### config.mk
export PLATFORM = sky130hd
export DESIGN_NAME = wrc_wakeup_ctrl
export DESIGN_NICKNAME = d
export VERILOG_FILES = /design/src/verilog/wrc_pkg.sv /design/src/verilog/wrc_wakeup_ctrl.sv
export SDC_FILE = /design/constraint.sdc
export NUM_CORES = 1
export LEC_CHECK = 0
export ABC_AREA = 0
export BUFFER_PORTS_ARGS = -buffer_cell sky130_fd_sc_hd__buf_2
export CORE_MARGIN = 2
export CORE_UTILIZATION = 40
export DETAILED_ROUTE_END_ITERATION = 10
export RECOVER_POWER = 25
export SLEW_MARGIN = 20
export SYNTH_ARGS = -nofsm -noshare
export SYNTH_HDL_FRONTEND = slang
export SYNTH_SLANG_ARGS = --single-unit
### constraint.sdc
create_clock -name mclk -period 2.7 [get_ports mclk]
set_input_delay 0.405 -clock mclk [delete_from_list [all_inputs] [get_ports mclk]]
set_output_delay 0.405 -clock mclk [all_outputs]
set_load 0.01 [all_outputs]
### src/verilog/wrc_pkg.sv
// Purpose: Shared constants and carrier types of the wake-up reset controller.
// Assumes: 8-bit register port, 125 MHz mclk, 4 kHz low-frequency tick.
// Notes:   Offsets, fields, codes and timing counts live here only.
package wrc_pkg;
  localparam int DATA_W = 8;                       // Register data width.
  localparam int ADDR_W = 4;                       // Register address width.
  localparam int TICK_W = 16;                      // Width of the 4 kHz tick divider.
  localparam int CLK_PERIOD_NS = 8;                // Period of mclk in ns.
  localparam int LFO_PERIOD_NS = 250000;           // Period of the 4 kHz oscillator in ns.
  localparam int TICK_DIV = LFO_PERIOD_NS / CLK_PERIOD_NS;  // mclk cycles per tick.
  localparam logic [8:0]  PRE_DIV8   = 9'h007;     // Last prescaler count, divide by 8.
  localparam logic [8:0]  PRE_DIV512 = 9'h1FF;     // Last prescaler count, divide by 512.
  localparam logic [15:0] PWT_RELOAD = 16'hFFFF;   // Wake timer value after underflow.
  localparam logic [7:0]  BOOT_TICKS = 8'h04;      // Boot sequence length in ticks.
  // Register offsets.
  localparam logic [3:0] A_CTRL    = 4'h0;         // Control bits and commands.
  localparam logic [3:0] A_WAKECFG = 4'h1;         // Pin selection and wake masks.
  localparam logic [3:0] A_PWT_LO  = 4'h2;         // Wake timer low byte.
  localparam logic [3:0] A_PWT_HI  = 4'h3;         // Wake timer high byte.
  localparam logic [3:0] A_LF_ON   = 4'h4;         // LF on-time in ticks.
  localparam logic [3:0] A_LF_OFFL = 4'h5;         // LF off-time bits 7:0.
  localparam logic [3:0] A_LF_OFFH = 4'h6;         // LF off-time bits 11:8.
  localparam logic [3:0] A_STATUS  = 4'h7;         // Temperature, mode and reset cause.
  localparam logic [3:0] A_CAUSE   = 4'h8;         // Last wake cause.
  // Control register fields.
  localparam int C_DIVSEL = 0;                     // Wake timer divider select.
  localparam int C_LFDUTY = 1;                     // LF duty-cycle mode.
  localparam int C_LFWAKE = 2;                     // LF wake enable.
  localparam int C_TSDEN  = 3;                     // Thermal shutdown enable.
  localparam int C_POWER_DOWN_REQUEST   = 4;                     // Power-down request, write only.
  localparam int C_SWRST  = 5;                     // Software reset, write only.
  // Reset cause codes.
  localparam logic [2:0] RC_POR = 3'h1;            // Power-on or brown-out.
  localparam logic [2:0] RC_SW  = 3'h2;            // Software request.
  localparam logic [2:0] RC_PWT = 3'h3;            // Wake timer underflow.
  localparam logic [2:0] RC_WAKE = 3'h4;           // Ordinary wake-up.
  // Operating mode codes from the strap pins (pin1, pin0).
  localparam logic [1:0] MODE_DEBUG = 2'h1;        // Debug mode.
  localparam logic [1:0] MODE_PROG  = 2'h2;        // Programming mode.
  localparam logic [1:0] MODE_NORM  = 2'h3;        // Normal mode.
  // Controller states.
  typedef enum logic [1:0] {WRC_RUN, WRC_PWRDN, WRC_THERMAL, WRC_BOOT} wrc_state_t;
  // Register port request.
  typedef struct packed {
    logic [ADDR_W-1:0] addr;
    logic [DATA_W-1:0] wdata;
    logic              wr;
    logic              rd;
  } wrc_bus_t;
  // Raw wake and sensor inputs from outside the 4 kHz domain.
  typedef struct packed {
    logic [5:0] gpio;                              // Pin levels, low level wakes.
    logic       lf_carrier;                        // LF carrier detected.
    logic       lf_pattern;                        // LF wake pattern matched.
    logic       temp_hot;                          // Above the hot threshold.
    logic       temp_release;                      // Below the hot release threshold.
  } wrc_wake_t;
endpackage : wrc_pkg

### src/verilog/wrc_wakeup_ctrl.sv
// Purpose: Always-on wake-up and reset controller on a 4 kHz tick.
// Assumes: Supply comparator gives a level; strap pins stable around release.
// Notes:   Everything else of the chip sits behind sys_power_on and sys_reset.
`timescale 1ns/1ps
module wrc_wakeup_ctrl
  import wrc_pkg::*;
#(
  parameter int TICK_CYCLES = TICK_DIV             // Shorten in simulation.
) (
  input  wire logic              mclk,             // 125 MHz clock.
  input  wire logic              sys_rst,          // Synchronous reset, active high.
  input  wire logic              supply_low,       // Supply below release level.
  input  wire logic [1:0]        strap,            // Mode strap pins (pin1, pin0).
  input  wire wrc_bus_t          bus,              // Register port request.
  output logic [DATA_W-1:0]      rdata,            // Read data, cycle after read.
  input  wire wrc_wake_t         wake_in,          // Raw wake inputs.
  output logic                   sys_power_on,     // System controller supply.
  output logic                   sys_reset,        // System reset to core.
  output logic                   lf_rx_enable,     // LF receiver on.
  output logic                   overtemp_enable,  // Over-temperature detector on.
  output logic                   temp_ok_flag,     // Temperature below hot limit, or detector off.
  output logic [1:0]             op_mode           // Latched operating mode.
);

  localparam int SYNC_W = 10;                      // Width of the synchronised inputs.

  // All state of the controller in one word.
  typedef struct packed {
    wrc_state_t        st;                         // Power state.
    logic [1:0]        mode;                       // Latched operating mode.
    logic              strap_pend;                 // Mode capture pending.
    logic [2:0]        rst_cause;                  // Cause of last reset.
    logic [4:0]        wake_cause;                 // Sources of last wake.
    logic              div_sel;                    // Wake timer divides by 512.
    logic              lf_duty;                    // LF duty-cycle mode.
    logic              lf_wake;                    // LF wake enable.
    logic              tsd_en;                     // Thermal shutdown enable.
    logic              up_en;                      // Upper pin group enable.
    logic              lo_en;                      // Lower pin group enable.
    logic [1:0]        sel;                        // Wake pin selector.
    logic [3:0]        mask;                       // Blocks timer, carrier, pattern, pins.
    logic [15:0]       pwt;                        // Wake timer count.
    logic [7:0]        pwt_hi;                     // Staged high byte.
    logic [8:0]        pre;                        // Wake timer prescaler.
    logic              uf;                         // Underflow seen last cycle.
    logic [7:0]        lf_on;                      // LF on-time.
    logic [11:0]       lf_off;                     // LF off-time.
    logic [11:0]       lf_cnt;                     // Duty phase counter.
    logic              lf_phase;                   // High while LF is in its on phase.
    logic [TICK_W-1:0] tick_cnt;                   // 4 kHz tick divider.
    logic [7:0]        boot_cnt;                   // Boot sequence ticks.
    logic [SYNC_W-1:0] s1;                         // First synchroniser stage.
    logic [SYNC_W-1:0] s2;                         // Second synchroniser stage.
    logic [DATA_W-1:0] rdata;                      // Registered read data.
  } wrc_regs_t;

  wrc_regs_t  r_reg;                               // Present state.
  wrc_regs_t  r_next;                              // Next state.
  logic       full_rst;                            // Pin, power-on or brown-out reset.
  logic       tick;                                // One mclk cycle per 4 kHz period.
  logic       ptick;                               // Wake timer count step.
  logic       pwt_load;                            // Software loads the wake timer.
  logic       uf_now;                              // Wake timer underflows now.
  logic [5:0] pin_sel;                             // Pins chosen for wake.
  logic       pin_wake;                            // A chosen pin is low.
  logic [3:0] ev;                                  // Unmasked wake events.
  logic       rel_now;                             // Thermal release seen.
  logic       wr_ok;                               // Writes accepted while running.

  // Supply reset acts exactly like the pin reset.
  assign full_rst = sys_rst | supply_low;
  assign tick     = (r_reg.tick_cnt == TICK_W'(TICK_CYCLES - 1));
  assign ptick    = tick && (r_reg.pre == (r_reg.div_sel ? PRE_DIV512 : PRE_DIV8));
  assign wr_ok    = bus.wr && (r_reg.st == WRC_RUN);
  assign pwt_load = wr_ok && (bus.addr == A_PWT_LO);
  // A load wins over a step so a written zero never underflows at once.
  assign uf_now   = ptick && !pwt_load && (r_reg.pwt == 16'h0000);
  assign rel_now  = r_reg.s2[0];

  // Pin selection matrix from the two group enables and the selector.
  always_comb begin
    pin_sel = 6'h00;                               // Both enables off: no pin wake.
    if (r_reg.up_en && !r_reg.lo_en) begin
      case (r_reg.sel)
        2'h0:    pin_sel = 6'h01;
        2'h1:    pin_sel = 6'h02;
        2'h2:    pin_sel = 6'h10;
        default: pin_sel = 6'h23;
      endcase
    end else if (!r_reg.up_en && r_reg.lo_en) begin
      case (r_reg.sel)
        2'h0:    pin_sel = 6'h04;
        2'h1:    pin_sel = 6'h08;
        2'h2:    pin_sel = 6'h20;
        default: pin_sel = 6'h2C;
      endcase
    end else if (r_reg.up_en && r_reg.lo_en) begin
      case (r_reg.sel)
        2'h0:    pin_sel = 6'h05;
        2'h1:    pin_sel = 6'h0A;
        2'h2:    pin_sel = 6'h30;
        default: pin_sel = 6'h3F;
      endcase
    end
  end

  // Level test on synchronised pins; edges and high levels do nothing.
  assign pin_wake = |(pin_sel & ~r_reg.s2[9:4]);
  // Event vector order: pins, pattern, carrier, timer.
  assign ev = {pin_wake, r_reg.s2[2], r_reg.s2[3], uf_now} & ~r_reg.mask;

  // Next-state logic for the whole controller.
  always_comb begin
    r_next = r_reg;
    r_next.tick_cnt = tick ? '0 : r_reg.tick_cnt + 1'b1;
    r_next.uf = uf_now;
    r_next.rdata = '0;                             // Unmapped reads return zero.
    // Inputs are sampled once per tick and cross two stages.
    if (tick) begin
      r_next.s1 = {wake_in.gpio, wake_in.lf_carrier, wake_in.lf_pattern,
                   wake_in.temp_hot, wake_in.temp_release};
      r_next.s2 = r_reg.s1;
    end
    // Wake timer runs whatever the power state is.
    if (tick) begin
      r_next.pre = ptick ? 9'h000 : r_reg.pre + 9'h001;
    end
    if (pwt_load) begin
      r_next.pwt = {r_reg.pwt_hi, bus.wdata};
      r_next.pre = 9'h000;
    end else if (uf_now) begin
      r_next.pwt = PWT_RELOAD;
    end else if (ptick) begin
      r_next.pwt = r_reg.pwt - 16'h0001;
    end
    // LF duty timer; the counter stays internal.
    if (!(r_reg.lf_duty && r_reg.lf_wake)) begin
      r_next.lf_cnt = 12'h000;
      r_next.lf_phase = 1'b1;
    end else if (tick) begin
      if (r_reg.lf_phase && (r_reg.lf_cnt == {4'h0, r_reg.lf_on})) begin
        r_next.lf_cnt = 12'h000;
        r_next.lf_phase = 1'b0;
      end else if (!r_reg.lf_phase && (r_reg.lf_cnt == r_reg.lf_off)) begin
        r_next.lf_cnt = 12'h000;
        r_next.lf_phase = 1'b1;
      end else begin
        r_next.lf_cnt = r_reg.lf_cnt + 12'h001;
      end
    end
    // Register writes, only while the system is powered and running.
    if (wr_ok) begin
      if (bus.addr == A_CTRL) begin
        r_next.div_sel = bus.wdata[C_DIVSEL];
        r_next.lf_duty = bus.wdata[C_LFDUTY];
        r_next.lf_wake = bus.wdata[C_LFWAKE];
        r_next.tsd_en  = bus.wdata[C_TSDEN];
        // A new divider restarts the prescaler.
        if (bus.wdata[C_DIVSEL] != r_reg.div_sel) begin
          r_next.pre = 9'h000;
        end
      end else if (bus.addr == A_WAKECFG) begin
        r_next.up_en = bus.wdata[0];
        r_next.lo_en = bus.wdata[1];
        r_next.sel   = bus.wdata[3:2];
        r_next.mask  = bus.wdata[7:4];
      end else if (bus.addr == A_PWT_HI) begin
        r_next.pwt_hi = bus.wdata;
      end else if (bus.addr == A_LF_ON) begin
        r_next.lf_on = bus.wdata;
      end else if (bus.addr == A_LF_OFFL) begin
        r_next.lf_off[7:0] = bus.wdata;
      end else if (bus.addr == A_LF_OFFH) begin
        r_next.lf_off[11:8] = bus.wdata[3:0];
      end
    end
    // Register reads; no duty timer count is mapped.
    if (bus.rd) begin
      if (bus.addr == A_CTRL) begin
        r_next.rdata = {4'h0, r_reg.tsd_en, r_reg.lf_wake, r_reg.lf_duty, r_reg.div_sel};
      end else if (bus.addr == A_WAKECFG) begin
        r_next.rdata = {r_reg.mask, r_reg.sel, r_reg.lo_en, r_reg.up_en};
      end else if (bus.addr == A_PWT_LO) begin
        r_next.rdata = r_reg.pwt[7:0];
      end else if (bus.addr == A_PWT_HI) begin
        r_next.rdata = r_reg.pwt[15:8];
      end else if (bus.addr == A_LF_ON) begin
        r_next.rdata = r_reg.lf_on;
      end else if (bus.addr == A_LF_OFFL) begin
        r_next.rdata = r_reg.lf_off[7:0];
      end else if (bus.addr == A_LF_OFFH) begin
        r_next.rdata = {4'h0, r_reg.lf_off[11:8]};
      end else if (bus.addr == A_STATUS) begin
        r_next.rdata = {r_reg.rst_cause, r_reg.st, r_reg.mode, temp_ok_flag};
      end else if (bus.addr == A_CAUSE) begin
        r_next.rdata = {3'h0, r_reg.wake_cause};
      end
    end
    // Power state machine.
    case (r_reg.st)
      WRC_RUN: begin
        if (uf_now) begin
          r_next.st = WRC_BOOT;
          r_next.rst_cause = RC_PWT;
        end else if (wr_ok && bus.addr == A_CTRL && bus.wdata[C_SWRST]) begin
          r_next.st = WRC_BOOT;
          r_next.rst_cause = RC_SW;
        end else if (wr_ok && bus.addr == A_CTRL && bus.wdata[C_POWER_DOWN_REQUEST]) begin
          // Requested while temp_ok_flag is low, power-down becomes thermal shutdown.
          r_next.st = temp_ok_flag ? WRC_PWRDN : WRC_THERMAL;
        end
      end
      WRC_PWRDN: begin
        if (|ev) begin
          r_next.st = WRC_BOOT;
          r_next.rst_cause = RC_WAKE;
          r_next.wake_cause = {1'b0, ev};
        end
      end
      WRC_THERMAL: begin
        // Only the release threshold ends thermal shutdown.
        if (rel_now) begin
          r_next.st = WRC_BOOT;
          r_next.rst_cause = RC_WAKE;
          r_next.wake_cause = 5'h10;
        end
      end
      default: begin
        if (tick) begin
          r_next.boot_cnt = r_reg.boot_cnt + 8'h01;
        end
        if (r_reg.boot_cnt == BOOT_TICKS) begin
          r_next.st = WRC_RUN;
          r_next.boot_cnt = 8'h00;
        end
      end
    endcase
    // Entering boot reloads control bits to their wake-up values.
    if (r_next.st == WRC_BOOT && r_reg.st != WRC_BOOT) begin
      r_next.div_sel = 1'b0;
      r_next.lf_duty = 1'b0;
      r_next.lf_wake = 1'b0;
      r_next.tsd_en  = 1'b0;
      r_next.boot_cnt = 8'h00;
    end
    // Straps are read in the first cycle after a supply reset.
    if (r_reg.strap_pend) begin
      r_next.mode = strap;
      r_next.strap_pend = 1'b0;
    end
    // Supply reset clears everything and starts initialisation.
    if (full_rst) begin
      r_next = '0;
      r_next.st = WRC_BOOT;
      r_next.strap_pend = 1'b1;
      r_next.rst_cause = RC_POR;
      r_next.pwt = PWT_RELOAD;
      r_next.lf_phase = 1'b1;
      r_next.mask = 4'hF;
      r_next.s1 = '1;
      r_next.s2 = '1;
    end
  end

  // State register; reset is folded into the next-state logic.
  always_ff @(posedge mclk) begin
    r_reg <= r_next;
  end

  // Outputs toward the system controller and analog blocks.
  assign rdata = r_reg.rdata;
  assign sys_power_on = (r_reg.st == WRC_RUN) || (r_reg.st == WRC_BOOT);
  assign sys_reset = (r_reg.st == WRC_BOOT);
  assign lf_rx_enable = r_reg.lf_wake && (!r_reg.lf_duty || r_reg.lf_phase);
  assign overtemp_enable = r_reg.tsd_en || (r_reg.st == WRC_THERMAL);
  assign temp_ok_flag = !r_reg.tsd_en || !r_reg.s2[1];
  assign op_mode = r_reg.mode;

  // Checks placed beside the logic they guard.
  a_uf_reload: assert property (@(posedge mclk) disable iff (full_rst)
    uf_now |=> (r_reg.pwt == PWT_RELOAD) && r_reg.uf)
    else $error("Wake timer did not reload after underflow.");
  a_load_no_uf: assert property (@(posedge mclk) disable iff (full_rst)
    pwt_load |=> !r_reg.uf && (r_reg.pwt == {$past(r_reg.pwt_hi), $past(bus.wdata)}))
    else $error("Timer load produced an underflow.");
  a_pd_unpowered: assert property (@(posedge mclk) disable iff (full_rst)
    (r_reg.st == WRC_PWRDN) && !(|ev) |=> !sys_power_on)
    else $error("System powered without a wake event.");
  a_wake_boot: assert property (@(posedge mclk) disable iff (full_rst)
    (r_reg.st == WRC_PWRDN) && (|ev) |=> sys_reset && sys_power_on)
    else $error("Unmasked wake did not start boot.");
  a_mode_kept: assert property (@(posedge mclk) disable iff (sys_rst)
    !full_rst && !r_reg.strap_pend && !$past(full_rst) |=> $stable(r_reg.mode))
    else $error("Mode changed without a supply reset.");
  a_strap_latch: assert property (@(posedge mclk) disable iff (sys_rst)
    $fell(full_rst) |=> r_reg.mode == $past(strap))
    else $error("Mode not taken from straps at release.");
  a_thermal_hold: assert property (@(posedge mclk) disable iff (full_rst)
    (r_reg.st == WRC_THERMAL) && !rel_now |=> r_reg.st == WRC_THERMAL)
    else $error("Thermal shutdown left without release.");
  a_lf_steady: assert property (@(posedge mclk) disable iff (full_rst)
    !r_reg.lf_duty |-> lf_rx_enable == r_reg.lf_wake)
    else $error("LF duty timer ran while not enabled.");
  a_temp_flag: assert property (@(posedge mclk) disable iff (full_rst)
    !r_reg.tsd_en |-> temp_ok_flag)
    else $error("Temperature flag low while detector off.");
  a_pin_high: assert property (@(posedge mclk) disable iff (full_rst)
    (&r_reg.s2[9:4]) |-> !pin_wake)
    else $error("Pin wake from high levels.");

  // A plain step takes exactly one count off the wake timer.
  a_pwt_step: assert property (@(posedge mclk) disable iff (full_rst)
    ptick && !pwt_load && !uf_now |=> r_reg.pwt == $past(r_reg.pwt) - 16'h0001)
    else $error("Wake timer step was not one count.");

  // Without both LF bits the duty timer rests in its on phase at zero.
  a_lf_idle: assert property (@(posedge mclk) disable iff (full_rst)
    !(r_reg.lf_duty && r_reg.lf_wake) |=> r_reg.lf_phase && (r_reg.lf_cnt == 12'h000))
    else $error("LF duty timer moved while disabled.");

  // Control bits keep their wake-up values for the whole boot.
  a_boot_clean: assert property (@(posedge mclk) disable iff (full_rst)
    (r_reg.st == WRC_BOOT)
    |-> !(r_reg.div_sel || r_reg.lf_duty || r_reg.lf_wake || r_reg.tsd_en))
    else $error("Control bits not reloaded during boot.");

  // A software reset request starts boot with the software cause, unless the wake timer underflows in the same cycle.
  a_sw_boot: assert property (@(posedge mclk) disable iff (full_rst)
    wr_ok && (bus.addr == A_CTRL) && bus.wdata[C_SWRST] && !uf_now
    |=> sys_reset && (r_reg.rst_cause == RC_SW))
    else $error("Software reset did not start boot.");

  // A supply or pin reset always leaves the controller booting.
  a_reset_boot: assert property (@(posedge mclk)
    full_rst |=> sys_reset && (r_reg.rst_cause == RC_POR))
    else $error("Reset did not start boot with the supply cause.");

endmodule : wrc_wakeup_ctrl

# == Word-level counts from Yosys, hierarchy flattened ==
# Cells that the tools add are included.
# word_totals
in_bits,29
reg_bits,143
# classes
n_mux,44
n_reduce_logical,54
add_sub_neg,5
n_eq_ne,24
bitwise,13
# op_table
cell,count
$mux 8,11
$mux 9,7
$pmux 6 s3,3
$mux 16,3
$mux 6,3
$add 16x1->16 const B,1
$eq 16x15->1 const B,1
$eq 4x3->1 const B,4
$logic_and 1x1->1,16
$logic_not 16->1,1
$sub 16x1->16 const B,1
$mux 2,7
$mux 13,1
$add 12x1->12 const B,1
$eq 12x12->1,1
$eq 12x8->1,1
$mux 12,1
$pmux 5 s2,1
$add 9x1->9 const B,1
$eq 9x9->1,1
$pmux 3 s3,1
$add 8x1->8 const B,1
$eq 2x2->1 const B,4
$eq 4x2->1 const B,2
34 further kinds,66

# == Longest topological paths before layout ==
# Gate-level depths: netlist of the first run.
# depth
word_depth,14
ltp_mapped,11
mapped_depth_nobuf,9

# == Worst setup path before layout of the first run ==
# Ideal clock, no wire load.
# synth_path
kind,register -> register
startpoint,reg r_reg[46] in the netlist's numbering
endpoint,reg r_reg[29] in the netlist's numbering
required_ps,2583
path_stages_with_launch,10
n_path_buf,2
arrival_time_ps,2529
setup_ps,117
path_slack_ps,55
path_cell_list,dfxtp_1 or4b_4 nor4_4 o2111a_1 buf_4 a41oi_1 a32o_1 a41oi_2 buf_4 nor2_1
# synth_via
elab_chain_cells,11
word_cells_on_any_way,14
# synth_lines
element,line,rtl
"start, declared",wrc_wakeup_ctrl.sv:57,wrc_regs_t r_reg;
"start signal, assigned",wrc_wakeup_ctrl.sv:267,r_reg <= r_next;
$eq 16x15->1 *,wrc_wakeup_ctrl.sv:72,assign tick = (r_reg.tick_cnt == TICK_W'(TICK_CYCLES - 1));
$logic_and 1x1->1,wrc_wakeup_ctrl.sv:73,assign ptick = tick && (r_reg.pre == (r_reg.div_sel ? PRE_DIV512 : PRE_DIV8));
$logic_and 1x1->1 (2 in series),wrc_wakeup_ctrl.sv:77,assign uf_now = ptick && !pwt_load && (r_reg.pwt == 16'h0000);
$and 4x4->4,wrc_wakeup_ctrl.sv:110,"assign ev = {pin_wake, r_reg.s2[2], r_reg.s2[3], uf_now} & ~r_reg.mask;"
$reduce_or 4->1,wrc_wakeup_ctrl.sv:214,if (|ev) begin
$mux 2,wrc_wakeup_ctrl.sv:214,
$pmux 2 s3,wrc_wakeup_ctrl.sv:200,case (r_reg.st)
$eq 2x2->1,wrc_wakeup_ctrl.sv:239,if (r_next.st == WRC_BOOT && r_reg.st != WRC_BOOT) begin
$logic_and 1x1->1,wrc_wakeup_ctrl.sv:239,
$reduce_or 2->1 (no source line),n/a,
# Mark *: on every way between the ends. The rest lies on a longest branch, timed or not.
# A chain may end at the register's enable or synchronous reset.

# == Worst setup path in the final report of the first run ==
# layout_path
startpoint,reg r_reg[41] in the netlist's numbering
endpoint,reg r_reg[137] in the netlist's numbering
# layout_via
elab_chain_cells,8
word_cells_on_any_way,11
# layout_lines
element,line
$eq 16x15->1 *,wrc_wakeup_ctrl.sv:72
$logic_and 1x1->1 *,wrc_wakeup_ctrl.sv:73
$logic_and 1x1->1 * (2 in series),wrc_wakeup_ctrl.sv:77
$and 4x4->4,wrc_wakeup_ctrl.sv:110
$reduce_or 4->1,wrc_wakeup_ctrl.sv:214
$ne 2x2->1 (no source line),n/a
$reduce_and 4->1 (no source line),n/a
# Marked as above.

==> flow_summary.toml, run 1 <==
[status]
status = "complete, no violations"

[critical_path]
regToRegSetupSlack_ns = 0.008
required_ns = 3.00
r2r_end = "r_reg[137]"
worstSetupStartpointType = "register"
r2r_start = "r_reg[41]"
end_kind = "register"
crit_path_end = "r_reg[137]"
worst-path-max-fanout = 5
arrival_ns = 3.00
worstSetupPathType = "reg2reg"
critPathLaunch = "r_reg[41]"
reg2reg_depth = 8

[route]
wl_um = 19900
postRouteAntennaNets = 0
drtPass1Iterations = 5
detail_route.wl_per_cell_um = 16.6
drt-initial-drc-count = 481
vias = 6518
viasPerCell = 5.44
drc_errors = 0

[sta]
finalCritPeriodShare_pct = 99.7
worstMarginPinSlew_ns = 0.613
slew_headroom_pct = 59.1
report.final.hold_viol_count = 0
rsz0062_at_grt = "yes"
max_freq_mhz = 372
fin_crit_ns = 2.69
setup_viol = 0
finalWorstSetupSlack_ns = 0.00841
skew_ns = 0.00643
whs_ns = 0.180
drv_slew = 0

[clock_network]
cts_sinks = 143
htreeDepth = 4
cts.reportedPaths.clkPinSlew_ns = 0.06
root_buffer = "clkbuf_16"
clock_latency_ns = 0.43
cts_buffers = 17
cts_tree = "built"
cts_hold_repair.buffers = 0
clock_path_buffers = 2

[cells_and_area]
final_cell_area_mm2 = 0.00846
final_nets = 1000
layout_common_cells = "dfxtp_1, nor2_1, nand2_1, a21oi_1, nand3_1"
area_growth_syn_to_layout_pct = 17.3
drive_gt1_share_pct = 15.8
diodes = 0
final_core_util_pct = 47.4
final_common_cell = "dfxtp_1"
largest_reg_flops = 133

[power]
powerDensity_mw_per_mm2 = 541
leakage_nw = 3.34
ir_worst_vdd_uv = 467
intPower_mw = 3.52
p_comb_share_pct = 4.3
p_seq_share_pct = 46.3
p_clk_share_pct = 49.4
switching_share_pct = 23.1
p_sw_mw = 1.06
power_mw = 4.58

[yosys]
ys.flop_type = "dfxtp_1"
yosysWarnings = 0
seq_area_frac_synth_pct = 39.7
avgSynthCellArea_um2 = 8.00
syn_inst = 902
synthArstFlopShare_pct = 0
syn_nets = 946
ys_types = 60
syn_area_mm2 = 0.00721
synth_seq_cells = 143
synth-edff-count = 0

[global_route]
grt.total_usage_pct = 21.0
grt_max_degree = 53
grt_pass1_wl_um = 32100
grt_pass1_vias = 5941
antenna_found_initial = 0
grt-ovfl-total = 0

[floorplanning]
pin_count = 44
row_count = 49
die_h_um = 138
dieArea_mm2 = 0.0191
fp.dieW_um = 138
coreArea_mm2 = 0.0178
start_util_pct = 40.4

[placement]
dp_hpwl_um = 14000
placed_cell_area_mm2 = 0.00783
io_buffers = 43
dp_slack_ns = 0.0681
place.gp.congestion = 0.949

[worst_hold_path]
min_path_type = "in2reg"

[flow_run]
cap_violations = 0
## cell type report
cell class,instances,area (µm²)
Inverter,24,90.1
Tap cell,229,287
Clock inverter,9,83.8
Multi-Input combinational cell,675,4040
Sequential cell,143,2870
Fill cell,1767,9380
Timing Repair Buffer,95,622
Clock buffer,23,478
## synth_stat cells (all sizes together), types with 6 or more instances
cell type / instances / share of area, %
a21oi: 62 / 4.3
a31oi: 7 / 0.61
and3: 13 / 1.1
buf: 13 / 1.3
clkbuf: 47 / 2.4
dfxtp: 143 / 40
ha: 15 / 2.6
inv: 22 / 1.1
mux2i: 33 / 4.6
nand2: 116 / 6.0
nand2b: 9 / 0.78
nand3: 58 / 4.0
nand4: 17 / 1.5
nor2: 126 / 6.6
nor3: 19 / 1.3
nor4: 12 / 1.7
o21ai: 38 / 2.6
o22ai: 8 / 0.69
or2: 6 / 0.52
or3: 9 / 0.78
xnor2: 27 / 3.3
xor2: 28 / 3.4
## power groups by stage
stage / clock, mW / combinational (mW) / sequential [mW]
3_5_place_dp: 0 / 0.191 / 2.16
2_1_floorplan: 0 / 0.108 / 2.16
5_1_grt: 2.39 / 0.212 / 2.12
6_report: 2.26 / 0.197 / 2.12
3_3_place_gp: 0 / 0.191 / 2.16
4_1_cts: 2.30 / 0.192 / 2.12
## worst min path at each step
stage                          start         end  slack, ns  cells after the start
after floorplan            r_reg[10]   r_reg[10]       0.43                      2
after global placement     r_reg[98]  r_reg[114]       0.45                      2
after detailed placement   r_reg[99]  r_reg[115]       0.45                      1
after CTS                 wake_in[8]   r_reg[26]       0.17                      3
after global routing      wake_in[9]   r_reg[27]       0.18                      3
final                     wake_in[2]   r_reg[20]       0.18                      3
## worst max-delay path: stages, from the launching register on
cell       delay [ns]
dfxtp_1          0.31
or4b_4           0.58
nor4_4           0.37
o2111ai_4        0.22
nor4_4           0.45
o31a_1           0.28
buf_6            0.13
nand3_2          0.07
nor3b_2          0.15
## routing by layer
metal / vias up / track usage (%) / part of all wire [%]
li1: 3236 / - / -
met4: 0 / 5.21 / 1.0
met5: - / 0 / 0
met3: 18 / 5.72 / 6.0
met2: 173 / 31.9 / 45
met1: 3091 / 29.5 / 48
## stage by stage
stage          instances  TNS, ns
2_1_floorplan        902        0
3_3_place_gp        1163        0
3_5_place_dp        1163        0
4_1_cts             1195        0
5_1_grt             1198   -0.356
6_report            1198        0
## repair_timing
item,4_1_cts,5_1_grt
gates resized for setup,0,14
buffers inserted,0,3
setup endpoints to repair,0,18
## kinds of logic (layout without fill, tap and decap cells)
logic type,Yosys count,in the layout,synth area share (%)
and+or+nand+nor,412,412,27.3
AOI/OAI and AO/OA,157,157,13.6
DFF,143,143,39.7
buffers and inverters,84,151,4.99
xor gates and xnor gates,55,55,6.68
muxes,36,36,5.20
adders and majority gates,15,15,2.60
(Power assumes the default switching activity.)
==> run 2, diff against run 1 <==
- ABC_AREA: 0 -> 1
==> run 2 against run 1 <==
  * Critical path depth up 6
  * Clock skew grew 0.0099 ns
  * Cell count rose by 12%
  * Clock power about the same
  * Maximum frequency increased by 16%
  * Synthesized cell count is 17% higher
  * Routed wire length grew 4.9%
  * Global-route usage is 0.64 points higher
  * Sequential share of layout area increased by 0.20 points
  * Largest power group unchanged
==> flow_summary.toml, run 2 <==
[status]
status = "complete, no violations"

[route]
vias = 7033
wl_um = 20800
drc_errors = 0
viasPerCell = 5.25
postRouteAntennaNets = 0
detail_route.wl_per_cell_um = 15.5
drt-initial-drc-count = 562
drtPass1Iterations = 5

[floorplanning]
pin_count = 44
start_util_pct = 41.1
die_h_um = 141
fp.dieW_um = 141
coreArea_mm2 = 0.0181
row_count = 49
dieArea_mm2 = 0.0197

[cells_and_area]
diodes = 0
area_growth_syn_to_layout_pct = 12.8
final_nets = 1142
drive_gt1_share_pct = 11.8
final_common_cell = "nand2_1"
largest_reg_flops = 133
nFillCells = 1923
layout_common_cells = "nand2_1, inv_1, dfxtp_1, nor2_1, a21oi_1"

[power]
ir_worst_vdd_uv = 400
leakage_nw = 3.49
power_mw = 4.54
powerDensity_mw_per_mm2 = 540

[critical_path]
cpPeakStageDelay_ns = 0.33
reg2reg_depth = 14
r2r_end = "r_reg[35]"
cp_common_cell = "nand2_1"
worstSetupStartpointType = "register"
required_ns = 3.02
arrival_ns = 2.64
worstSetupPathType = "reg2reg"
regToRegSetupSlack_ns = 0.38
slowest_stage = "dfxtp_1"
critPathLaunch = "r_reg[142]"
path_cells = "inv_1 > ha_1 > nand2_1 > inv_2 > nand2_1 > nor2_1 > nand2_1 > o21ai_0 > nand3b_1 > nand2_1 > nand3_2 > nand3_4 > nand2_2 > inv_2"
worst-path-max-fanout = 12
r2r_start = "r_reg[142]"
end_kind = "register"

[sta]
fin_crit_ns = 2.32
max_freq_mhz = 431
report.final.hold_viol_count = 0
slew_headroom_pct = 26.9
drv_slew = 0
skew_ns = 0.0164
whs_ns = 0.187
setup_viol = 0
finalCritPeriodShare_pct = 86.0
worstMarginPinSlew_ns = 1.10
setup_tns_ns = 0
rsz0062_at_grt = "no"

[clock_network]
cts_tree = "built"
cts.reportedPaths.clkPinSlew_ns = 0.07
clock_path_buffers = 2
cts_sinks = 143
cts_buffers = 17
root_buffer = "clkbuf_16"
htreeDepth = 4
postCtsSetupBuffers = 0
cts_resized = 0
cts_hold_repair.buffers = 0
clock_latency_ns = 0.43

[global_route]
grt_pass1_vias = 6335
grt_max_degree = 53
antenna_found_initial = 0
grt_pass1_wl_um = 33600
grt-ovfl-total = 0
grt.total_usage_pct = 21.6

[yosys]
synthArstFlopShare_pct = 0
ys_top_cells_by_area = "dfxtp_1, nand2_1, inv_1"
ys_types = 48
yosysMostFrequentCell = "nand2_1"
syn_inst = 1059
avgSynthCellArea_um2 = 7.04
ys.flop_type = "dfxtp_1"
yosysWarnings = 0
netlist_top_cells_count = "nand2_1, inv_1, dfxtp_1"
synth_largest_area_cell = "dfxtp_1"
syn_area_mm2 = 0.00745
synth_top_area_share_pct = 38.4
syn_nets = 1103
synth_seq_cells = 143
synth-edff-count = 0
seq_area_frac_synth_pct = 38.4

[worst_hold_path]
min_path_type = "in2reg"
hold_start = "wake_in[0]"
min_to = "r_reg[18]"
hold_depth = 3

[placement]
dp_hpwl_um = 15600
place.gp.congestion = 0.936
io_buffers = 43

[flow_run]
cap_violations = 0
-- run 2: worst max-delay path, delay by kind of cell, from the launching register on --
| family | cells | cell delay, ns |
|---|---|---|
| AO/OA/AOI/OAI | 1 | 0.07 |
| adder cells (fa/ha/maj) | 1 | 0.25 |
| buffers and inverters | 3 | 0.35 |
| flip-flops | 1 | 0.33 |
| AND/OR/NAND/NOR | 9 | 1.19 |
-- run 2: area by class of cell --
type | count | area, µm² | share of cell area [%]
Multi-Input combinational cell | 709 | 3770 | 44.8
Tap cell | 229 | 287 | 3.41
Timing Repair Buffer | 56 | 282 | 3.35
Clock buffer | 18 | 439 | 5.23
Clock inverter | 14 | 123 | 1.46
Sequential cell | 143 | 2860 | 34.1
Inverter | 171 | 643 | 7.65
-- run 2: routing by layer --
metal	vias to the layer above	track usage (%)	share of wire, %
met3	23	4.68	6.1
met4	0	6.84	1.4
li1	3568	-	-
met5	-	0	0
met2	208	32.8	44
met1	3234	30.7	48
-- run 2: worst max path at each step --
stage,endpoint,slack (ns),depth (start not counted)
after floorplan,r_reg[92],0.76,10
after global placement,r_reg[28],0.47,14
after detailed placement,r_reg[29],0.41,14
after CTS,r_reg[29],0.39,14
after global routing,r_reg[29],0.07,14
final,r_reg[35],0.38,14
-- run 2: where the power goes --
part / switching (mW) / total [mW] / leakage, nW / internal (mW)
Combinational: 0.120 / 0.165 / 2.07 / 0.0458
Clock: 1.02 / 2.25 / 0.270 / 1.23
Sequential: 0.00358 / 2.12 / 1.15 / 2.11
Total: 1.14 / 4.54 / 3.49 / 3.39
-- run 2: cell families (layout without fill, tap and decap cells) --
group	Yosys count	after routing	synth area share [%]
xor gates and xnor gates	19	19	2.23
adders and majority gates	15	15	2.52
AOI/OAI and AO/OA	251	251	19.2
and+or+nand+nor	424	424	26.5
buffers and inverters	207	259	11.1
DFF	143	143	38.4
-- run 2: through the flow --
stage | util (%) | cell area [µm²] | worst slack [ns] | std cells
floorplan | - | 7450 | 0.763 | 1059
global placement | 43.4 | 7880 | 0.472 | 1308
detailed placement | 43.4 | 7880 | 0.408 | 1308
CTS | 46.5 | 8440 | 0.391 | 1340
global route | 46.3 | 8400 | 0.0732 | 1340
finish | 46.3 | 8400 | 0.378 | 1340
